[src/hw/energy_pkg.sv]
package energy_pkg;

  // ----------------------------------------------------------------
  // widths
  // ----------------------------------------------------------------
  localparam int RMS_W = 24;
  localparam int POWER_W = 24;
  localparam int GAIN_W = 12;
  localparam int SAMPLE_W = 25;
  localparam int ACC_W = 49;
  localparam int ENERGY_W = 24;
  localparam int DIV_W = 8;
  localparam int HCC_W = 16;
  localparam int STAT_W = 3;
  localparam int ADDR_W = 6;
  localparam int DATA_W = 24;

  // ----------------------------------------------------------------
  // timing and field positions
  // ----------------------------------------------------------------
  localparam int STEP_CYCLES = 4;
  localparam int ENERGY_LSB = ACC_W - ENERGY_W;
  localparam int STAT_OVF_BIT = 0;
  localparam int STAT_HALF_BIT = 1;
  localparam int STAT_WIN_BIT = 2;

  // ----------------------------------------------------------------
  // register offsets
  // ----------------------------------------------------------------
  localparam logic [ADDR_W-1:0] ADDR_GAIN = 6'h10;
  localparam logic [ADDR_W-1:0] ADDR_TOTAL = 6'h11;
  localparam logic [ADDR_W-1:0] ADDR_DIV = 6'h12;
  localparam logic [ADDR_W-1:0] ADDR_COR = 6'h13;
  localparam logic [ADDR_W-1:0] ADDR_LINE = 6'h14;
  localparam logic [ADDR_W-1:0] ADDR_HCC = 6'h1C;
  localparam logic [ADDR_W-1:0] ADDR_STATUS = 6'h20;
  localparam logic [ADDR_W-1:0] ADDR_ENABLE = 6'h21;

  // ----------------------------------------------------------------
  // reset values and fixed codes
  // ----------------------------------------------------------------
  localparam logic [GAIN_W-1:0] GAIN_RST = 12'h000;
  localparam logic [DIV_W-1:0] DIV_RST = 8'h00;
  localparam logic [HCC_W-1:0] HCC_RST = 16'hFFFF;
  localparam logic [STAT_W-1:0] ENABLE_RST = 3'h0;
  localparam logic [GAIN_W:0] GAIN_UNITY = 13'h1000;
  localparam logic [ENERGY_W-1:0] HALF_LAST = 24'h7FFFFF;
  localparam logic [ENERGY_W-1:0] FULL_LAST = 24'hFFFFFF;

endpackage : energy_pkg

[src/hw/power_if.sv]
`timescale 1ns/1ps
// scaled apparent power sample, valid for one cycle per step
interface power_if;
  logic [energy_pkg::SAMPLE_W-1:0] sample;
  logic valid;
  modport src (output sample, output valid);
  modport dst (input sample, input valid);
endinterface : power_if

[src/hw/apparent_energy_accumulator.sv]
`timescale 1ns/1ps
module apparent_energy_accumulator #(
  parameter int RMS_W = energy_pkg::RMS_W
) (
  input wire logic ref_clk,
  input wire logic srst,
  input wire logic [RMS_W-1:0] vrms_in,
  input wire logic [RMS_W-1:0] irms_in,
  input wire logic zero_cross_in,
  input wire logic [energy_pkg::ADDR_W-1:0] reg_addr,
  input wire logic reg_wr,
  input wire logic reg_rd,
  input wire logic [energy_pkg::DATA_W-1:0] reg_wdata,
  output logic [energy_pkg::DATA_W-1:0] reg_rdata,
  output logic reg_rvalid,
  output logic irq_n,
  output logic window_end
);
  localparam int ACC_W = energy_pkg::ACC_W;
  localparam int EW = energy_pkg::ENERGY_W;
  localparam int LSB = energy_pkg::ENERGY_LSB;
  localparam int DW = energy_pkg::DIV_W;
  localparam int HW = energy_pkg::HCC_W;
  localparam int GW = energy_pkg::GAIN_W;
  localparam int SWD = energy_pkg::STAT_W;
  localparam int DTW = energy_pkg::DATA_W;

  if (RMS_W < 12 || RMS_W > 32) begin : g_chk
    $error("apparent_energy_accumulator supports rms widths 12 to 32");
  end

  // ----------------------------------------------------------------
  // state
  // ----------------------------------------------------------------
  typedef struct packed {
    logic [ACC_W-1:0] acc;
    logic [DW-1:0] div_cnt;
    logic [EW-1:0] total;
    logic [EW-1:0] cor;
    logic [EW-1:0] line_acc;
    logic [EW-1:0] line_res;
    logic [HW-1:0] hcc_cnt;
    logic armed;
    logic [GW-1:0] gain;
    logic [DW-1:0] div;
    logic [HW-1:0] hcc;
    logic [SWD-1:0] status;
    logic [SWD-1:0] enable;
    logic [DTW-1:0] rdata;
    logic rvalid;
    logic irq_n;
    logic win_end;
  } st_t;

  localparam st_t ST_RST = '{
    acc: '0, div_cnt: '0, total: '0, cor: '0, line_acc: '0, line_res: '0,
    hcc_cnt: '0, armed: 1'b0, gain: energy_pkg::GAIN_RST,
    div: energy_pkg::DIV_RST, hcc: energy_pkg::HCC_RST, status: '0,
    enable: energy_pkg::ENABLE_RST, rdata: '0, rvalid: 1'b0,
    irq_n: 1'b1, win_end: 1'b0
  };

  st_t state_reg;
  st_t state_next;

  // ----------------------------------------------------------------
  // sample source
  // ----------------------------------------------------------------
  logic step;
  power_if pw ();

  step_timer #(
    .STEPS(energy_pkg::STEP_CYCLES)
  ) u_step (
    .ref_clk(ref_clk),
    .srst(srst),
    .strobe(step)
  );

  power_scaler #(
    .RMS_W(RMS_W)
  ) u_scale (
    .ref_clk(ref_clk),
    .srst(srst),
    .strobe(step),
    .vrms(vrms_in),
    .irms(irms_in),
    .gain(state_reg.gain),
    .pw(pw)
  );

  // ----------------------------------------------------------------
  // accumulate and divide
  // ----------------------------------------------------------------
  logic [ACC_W-1:0] sample_ext;
  logic [ACC_W-1:0] acc_sum;
  logic [DW-1:0] div_eff;
  logic tick;
  logic etick;
  logic win_close;
  logic cor_read;
  logic stat_wr;

  // a zero bit is prepended before sign extension, so every sample counts up
  assign sample_ext = ACC_W'($signed({1'b0, pw.sample}));
  assign acc_sum = ACC_W'(state_reg.acc + sample_ext);
  // carry into the top 24 bits is one energy step before division
  assign tick = pw.valid && (acc_sum[ACC_W-1:LSB] != state_reg.acc[ACC_W-1:LSB]);
  assign div_eff = (state_reg.div == '0) ? DW'(1) : state_reg.div;
  // division done by counting carries, avoids a wide divider
  assign etick = tick && (DW'(state_reg.div_cnt + 1'b1) >= div_eff);
  // window closes on the crossing that completes the count
  assign win_close = zero_cross_in && state_reg.armed && (state_reg.hcc != '0)
                     && (HW'(state_reg.hcc_cnt + 1'b1) >= state_reg.hcc);
  assign cor_read = reg_rd && (reg_addr == energy_pkg::ADDR_COR);
  assign stat_wr = reg_wr && (reg_addr == energy_pkg::ADDR_STATUS);

  // ----------------------------------------------------------------
  // next state
  // ----------------------------------------------------------------
  always_comb begin
    state_next = state_reg;
    state_next.win_end = 1'b0;
    state_next.rvalid = reg_rd;

    // accumulator takes every sample, nothing gates it
    if (pw.valid) begin
      state_next.acc = acc_sum;
    end
    if (tick) begin
      state_next.div_cnt = etick ? '0 : DW'(state_reg.div_cnt + 1'b1);
    end

    // total wraps modulo its width
    if (etick) begin
      state_next.total = EW'(state_reg.total + 1'b1);
    end

    // a read clears the copy, but a step in the same cycle survives
    if (cor_read) begin
      state_next.cor = etick ? EW'(1) : '0;
    end else if (etick) begin
      state_next.cor = EW'(state_reg.cor + 1'b1);
    end

    // line window: same energy steps as the total, no enable bit
    if (state_reg.armed && etick) begin
      state_next.line_acc = EW'(state_reg.line_acc + 1'b1);
    end
    if (zero_cross_in) begin
      if (!state_reg.armed) begin
        state_next.armed = 1'b1;
        state_next.hcc_cnt = '0;
        state_next.line_acc = '0;
      end else if (win_close) begin
        state_next.line_res = EW'(state_reg.line_acc + {{(EW-1){1'b0}}, etick});
        state_next.line_acc = '0;
        state_next.hcc_cnt = '0;
        state_next.win_end = 1'b1;
      end else begin
        state_next.hcc_cnt = HW'(state_reg.hcc_cnt + 1'b1);
      end
    end

    // register writes
    if (reg_wr) begin
      case (reg_addr)
        energy_pkg::ADDR_GAIN: state_next.gain = reg_wdata[GW-1:0];
        energy_pkg::ADDR_DIV: state_next.div = reg_wdata[DW-1:0];
        energy_pkg::ADDR_HCC: state_next.hcc = reg_wdata[HW-1:0];
        energy_pkg::ADDR_ENABLE: state_next.enable = reg_wdata[SWD-1:0];
        default: state_next.gain = state_reg.gain;
      endcase
    end

    // status: write one clears, a set in the same cycle wins
    if (stat_wr) begin
      state_next.status = state_reg.status & ~reg_wdata[SWD-1:0];
    end
    if (etick && state_reg.total == energy_pkg::FULL_LAST) begin
      state_next.status[energy_pkg::STAT_OVF_BIT] = 1'b1;
    end
    if (etick && state_reg.total == energy_pkg::HALF_LAST) begin
      state_next.status[energy_pkg::STAT_HALF_BIT] = 1'b1;
    end
    if (win_close) begin
      state_next.status[energy_pkg::STAT_WIN_BIT] = 1'b1;
    end
    state_next.irq_n = ~|(state_next.status & state_next.enable);

    // read data, unmapped offsets read zero
    if (reg_rd) begin
      case (reg_addr)
        energy_pkg::ADDR_GAIN: state_next.rdata = DTW'(state_reg.gain);
        energy_pkg::ADDR_TOTAL: state_next.rdata = DTW'(state_reg.total);
        energy_pkg::ADDR_DIV: state_next.rdata = DTW'(state_reg.div);
        energy_pkg::ADDR_COR: state_next.rdata = DTW'(state_reg.cor);
        energy_pkg::ADDR_LINE: state_next.rdata = DTW'(state_reg.line_res);
        energy_pkg::ADDR_HCC: state_next.rdata = DTW'(state_reg.hcc);
        energy_pkg::ADDR_STATUS: state_next.rdata = DTW'(state_reg.status);
        energy_pkg::ADDR_ENABLE: state_next.rdata = DTW'(state_reg.enable);
        default: state_next.rdata = '0;
      endcase
    end
  end

  // one register for all state; reset loads the table above
  always_ff @(posedge ref_clk) begin
    if (srst) begin
      state_reg <= ST_RST;
    end else begin
      state_reg <= state_next;
    end
  end

  // ----------------------------------------------------------------
  // outputs
  // ----------------------------------------------------------------
  assign reg_rdata = state_reg.rdata;
  assign reg_rvalid = state_reg.rvalid;
  assign irq_n = state_reg.irq_n;
  assign window_end = state_reg.win_end;
endmodule : apparent_energy_accumulator

[src/hw/power_scaler.sv]
`timescale 1ns/1ps
module power_scaler #(
  parameter int RMS_W = energy_pkg::RMS_W
) (
  input wire logic ref_clk,
  input wire logic srst,
  input wire logic strobe,
  input wire logic [RMS_W-1:0] vrms,
  input wire logic [RMS_W-1:0] irms,
  input wire logic [energy_pkg::GAIN_W-1:0] gain,
  power_if.src pw
);
  localparam int PW = energy_pkg::POWER_W;
  localparam int GW = energy_pkg::GAIN_W;
  localparam int SW = energy_pkg::SAMPLE_W;

  if (2 * RMS_W < PW) begin : g_chk
    $error("power_scaler rms width too small for power word");
  end

  typedef struct packed {
    logic [SW-1:0] sample;
    logic valid;
  } st_t;

  st_t state_reg;
  st_t state_next;
  logic [2*RMS_W-1:0] prod;
  logic [PW-1:0] ap;
  logic [GW:0] factor;
  logic [PW+GW:0] scaled;

  // product of the two rms values; phase plays no part, no offset term
  assign prod = vrms * irms;
  assign ap = prod[2*RMS_W-1 -: PW];
  // gain word is signed, so unity plus sign-extended word stays positive
  assign factor = energy_pkg::GAIN_UNITY + {gain[GW-1], gain};
  assign scaled = ap * factor;

  // register one scaled sample per step
  always_comb begin
    state_next = state_reg;
    state_next.valid = strobe;
    if (strobe) begin
      state_next.sample = scaled[PW+GW -: SW];
    end
  end

  always_ff @(posedge ref_clk) begin
    if (srst) begin
      state_reg <= '0;
    end else begin
      state_reg <= state_next;
    end
  end

  assign pw.sample = state_reg.sample;
  assign pw.valid = state_reg.valid;
endmodule : power_scaler

[src/hw/step_timer.sv]
`timescale 1ns/1ps
module step_timer #(
  parameter int STEPS = energy_pkg::STEP_CYCLES
) (
  input wire logic ref_clk,
  input wire logic srst,
  output logic strobe
);
  localparam int CNT_W = $clog2(STEPS);
  localparam logic [CNT_W-1:0] CNT_LAST = CNT_W'(STEPS - 1);

  if (STEPS < 2) begin : g_chk
    $error("step_timer needs at least two cycles per step");
  end

  typedef struct packed {
    logic [CNT_W-1:0] cnt;
    logic strobe;
  } st_t;

  st_t state_reg;
  st_t state_next;

  // free running divider, one strobe per step
  always_comb begin
    state_next = state_reg;
    state_next.strobe = (state_reg.cnt == CNT_LAST);
    state_next.cnt = (state_reg.cnt == CNT_LAST) ? '0 : CNT_W'(state_reg.cnt + 1'b1);
  end

  always_ff @(posedge ref_clk) begin
    if (srst) begin
      state_reg <= '0;
    end else begin
      state_reg <= state_next;
    end
  end

  assign strobe = state_reg.strobe;
endmodule : step_timer

[config.mk]
export PLATFORM = sky130hd
export DESIGN_NAME = apparent_energy_accumulator
export DESIGN_NICKNAME = d
export VERILOG_FILES = /design/src/hw/energy_pkg.sv /design/src/hw/power_if.sv /design/src/hw/apparent_energy_accumulator.sv /design/src/hw/power_scaler.sv /design/src/hw/step_timer.sv
export SDC_FILE = /design/constraint.sdc
export NUM_CORES = 2
export LEC_CHECK = 0
export BUFFER_PORTS_ARGS = -buffer_cell sky130_fd_sc_hd__clkbuf_2
export CORE_MARGIN = 3
export CORE_UTILIZATION = 50
export DETAILED_ROUTE_END_ITERATION = 16
export GPL_TIMING_DRIVEN = 0
export PLACE_DENSITY = 0.66
export SKIP_LAST_GASP = 1
export SLEW_MARGIN = 20
export SYNTH_ARGS = -nofsm -noshare
export SYNTH_HDL_FRONTEND = slang
export SYNTH_SLANG_ARGS = --single-unit
[constraint.sdc]
create_clock -name ref_clk -period 28.7 [get_ports ref_clk]
set_input_delay 2.87 -clock ref_clk [delete_from_list [all_inputs] [get_ports ref_clk]]
set_output_delay 2.87 -clock ref_clk [all_outputs]
set_load 0.1 [all_outputs]
==> results.py <==
metrics = {
    "outcome": {
        "status": "finished, final reports clean",
    },
    "routing": {
        "avgRoutedWirePerCell_um": 20.4,
        "via_count": 33500,
        "vias_per_cell": 5.56,
        "drc_errors": 0,
        "ant_nets": 0,
        "routed_wl_um": 123000,
        "dr.pass1.iters": 8,
        "drt_iter0_markers": 2670,
    },
    "worst_hold_path": {
        "hold_class": "register to register",
    },
    "setup_path": {
        "worstPathMaxFanout": 10,
        "crit_buf_inv": 11,
        "timing.reg2reg.setup_slack_ns": 21.54,
        "cp-end-kind": "register",
        "critPathMaxStageDelay_ns": 0.68,
        "start_kind": "primary input",
        "worst_path_most_repeated_cell": "fa_1",
        "cp_top_family": "adder cells",
        "crit_type": "primary input to register",
        "worstPathArrival_ns": 16.53,
        "slowest_stage": "clkbuf_1",
        "required_ns": 29.14,
    },
    "floorplan": {
        "core_um2": 81100,
        "dieHeight_um": 293,
        "io-pin-count": 110,
        "die_area_um2": 85900,
        "die-width_um": 293,
        "start_util": 0.508,
        "rows": 104,
    },
    "synth": {
        "yosysUniqueCellTypes": 88,
        "syn-num-nets": 5926,
        "seq_area_frac_synth": 0.119,
        "ys_seq_elements": 245,
        "synth_top_flop_cell": "dfxtp_1",
        "async_flop_share": 0,
        "synth_edf_count": 0,
        "syn_area_per_cell_um2": 8.55,
        "syn_inst": 4816,
        "ys.warnings.count": 0,
        "synth_area_um2": 41200,
    },
    "grt": {
        "busiest_layer": "met2",
        "track_usage": 0.293,
        "grt_max_degree": 15,
        "met2_usage": 0.490,
        "use_met1": 0.397,
        "antenna_found_initial": 1,
        "grt_overflow": 0,
        "grt_pass1_wl_um": 197000,
        "globalRouteMet3Util": 0.0385,
        "first_global_vias": 34200,
    },
    "final_layout": {
        "fin_nets": 6055,
        "drive_gt1_frac": 0.0496,
        "instances_no_fill": 6024,
        "syn2layout_area_growth_pct": 6.63,
        "register_area_um2": 4900,
        "multi_input_area_um2": 31700,
        "fill_cells": 7687,
        "largest_reg_flops": 189,
    },
    "sta": {
        "finalClockSkew_ns": 0.0193,
        "rsz0062_at_grt": "no",
        "worst_pin_slew_ns": 1.02,
        "max_freq_mhz": 62.2,
        "slew_violations": 0,
        "fin_setup_tns_ns": 0,
        "setup_viol": 0,
        "relSlewSlack": 0.319,
        "finalCritPeriodShare": 0.560,
        "finalHoldViolCount": 0,
        "fin_crit_ns": 16.09,
    },
    "cts": {
        "cts_root_buf": "clkbuf_16",
        "clk_transition_reported_paths_ns": 0.06,
        "cts_setup_buffers": 0,
        "tritoncts": "built",
        "cts_max_level": 1,
        "cts_hold_buf": 0,
        "numCtsBuffers": 27,
        "worstSkewPairLatency_ns": 0.56,
        "cts_sinks": 245,
        "cts_buffer_depth": 3,
        "cts.repair.resized": 0,
    },
    "place": {
        "hpwl_um": 103000,
        "port_buffers": 100,
        "placed_cells": 5976,
        "place.gp.congestion": 0.982,
    },
    "flow_run": {
        "max_cap_viol_count": 0,
    },
}
## cell usage in the layout, fill, tap and decap left out, drive strengths merged, types with 8 or more instances in the layout
master	n
ha	327
o22ai	10
and2	399
o211ai	36
and4	8
mux2i	78
xnor2	51
a21o	54
nor3	42
o21a	23
a22oi	13
fa	700
o31ai	33
nand4	24
nor2b	17
a211oi	26
mux2	30
nand3b	9
o21ai	90
xor2	49
nand3	71
clkbuf	373
buf	52
a31oi	17
or3	36
nor4	14
a21oi	176
nor2	177
o21bai	19
a222oi	12
nand2b	19
and3	38
inv	914
dfxtp	245
nand2	634
or4	44
## cell families after synthesis
kind of cell | synth area share
xor+xnor | 0.0213
compound gates | 0.0927
simple gates | 0.187
mux | 0.0280
flops | 0.119
fa+ha+maj | 0.439
buf+inv | 0.112
## final cells by class
| type | instances | area share |
|---|---|---|
| inverters | 913 | 0.0780 |
| plain buffers | 289 | 0.0274 |
| flip-flops and latches | 245 | 0.112 |
| multi-input cells | 3369 | 0.721 |
| repair buffers | 100 | 0.0114 |
| clock inverters | 11 | 0.00339 |
| clock buffers | 36 | 0.0168 |
| well taps | 1060 | 0.0302 |
| diodes | 1 | 0.0000570 |
## Yosys cell counts, drive strengths merged, types with 8 or more instances
| master | instances | area [um^2] |
|---|---|---|
| fa | 700 | 14000 |
| xor2 | 49 | 429 |
| nand4 | 24 | 156 |
| and3 | 38 | 243 |
| ha | 327 | 4090 |
| or4 | 44 | 334 |
| nor2 | 177 | 667 |
| nand3b | 9 | 67.6 |
| o31ai | 33 | 253 |
| o21a | 23 | 173 |
| o211ai | 36 | 275 |
| a22oi | 13 | 97.6 |
| o21bai | 19 | 143 |
| buf | 52 | 315 |
| nand3 | 71 | 355 |
| and4 | 8 | 70.1 |
| nand2b | 19 | 119 |
| mux2 | 30 | 338 |
| and2 | 399 | 2500 |
| inv | 912 | 3420 |
| o21ai | 90 | 454 |
| clkbuf | 237 | 890 |
| mux2i | 78 | 793 |
| a222oi | 12 | 120 |
| dfxtp | 245 | 4900 |
| nor3 | 42 | 215 |
| nor2b | 17 | 106 |
| nand2 | 634 | 2380 |
| o22ai | 10 | 62.6 |
| a21o | 54 | 405 |
| xnor2 | 51 | 447 |
| a31oi | 17 | 106 |
| or3 | 36 | 225 |
| a21oi | 176 | 885 |
| a211oi | 26 | 195 |
| nor4 | 14 | 109 |
## metal layers
metal / part of all wire / up-vias
li1: - / 15400
met1: 0.42 / 16700
met2: 0.47 / 1244
met3: 0.072 / 257
met4: 0.042 / 0
met5: 0 / -
## worst register-to-register path, delay by kind of cell, from the launching register on
family                     cells  cell delay [ns]
adders and majority gates      6             2.56
and+or+nand+nor                3             0.79
muxes                          1             0.44
AOI/OAI and AO/OA              5             1.21
DFF                            1             0.32
buffers and inverters          5             1.72
## stage by stage
step,cell area (um^2),setup slack (ns),util,hold slack (ns)
after CTS,43900,12.73,0.542,0.435
final,43900,12.61,0.542,0.432
after global placement,43000,12.16,0.531,0.418
after floorplan,41200,14.53,-,0.407
after global routing,43900,12.05,0.542,0.459
after detailed placement,43000,12.25,0.531,0.426
## worst paths after layout
check,from,endpoint,depth (start not counted)
worst max register to register,state_reg[68],u_scale.pw.sample[23],20
worst max-delay path,vrms_in[14],u_scale.pw.sample[23],45
worst min register to register,u_step.state_reg[1],u_step.state_reg[1],1
worst min-delay path,u_step.state_reg[1],u_step.state_reg[1],1
Power is left out: the tool's default activity adds up to more than one toggle a clock period on the data nets, which glitch-free logic cannot reach.
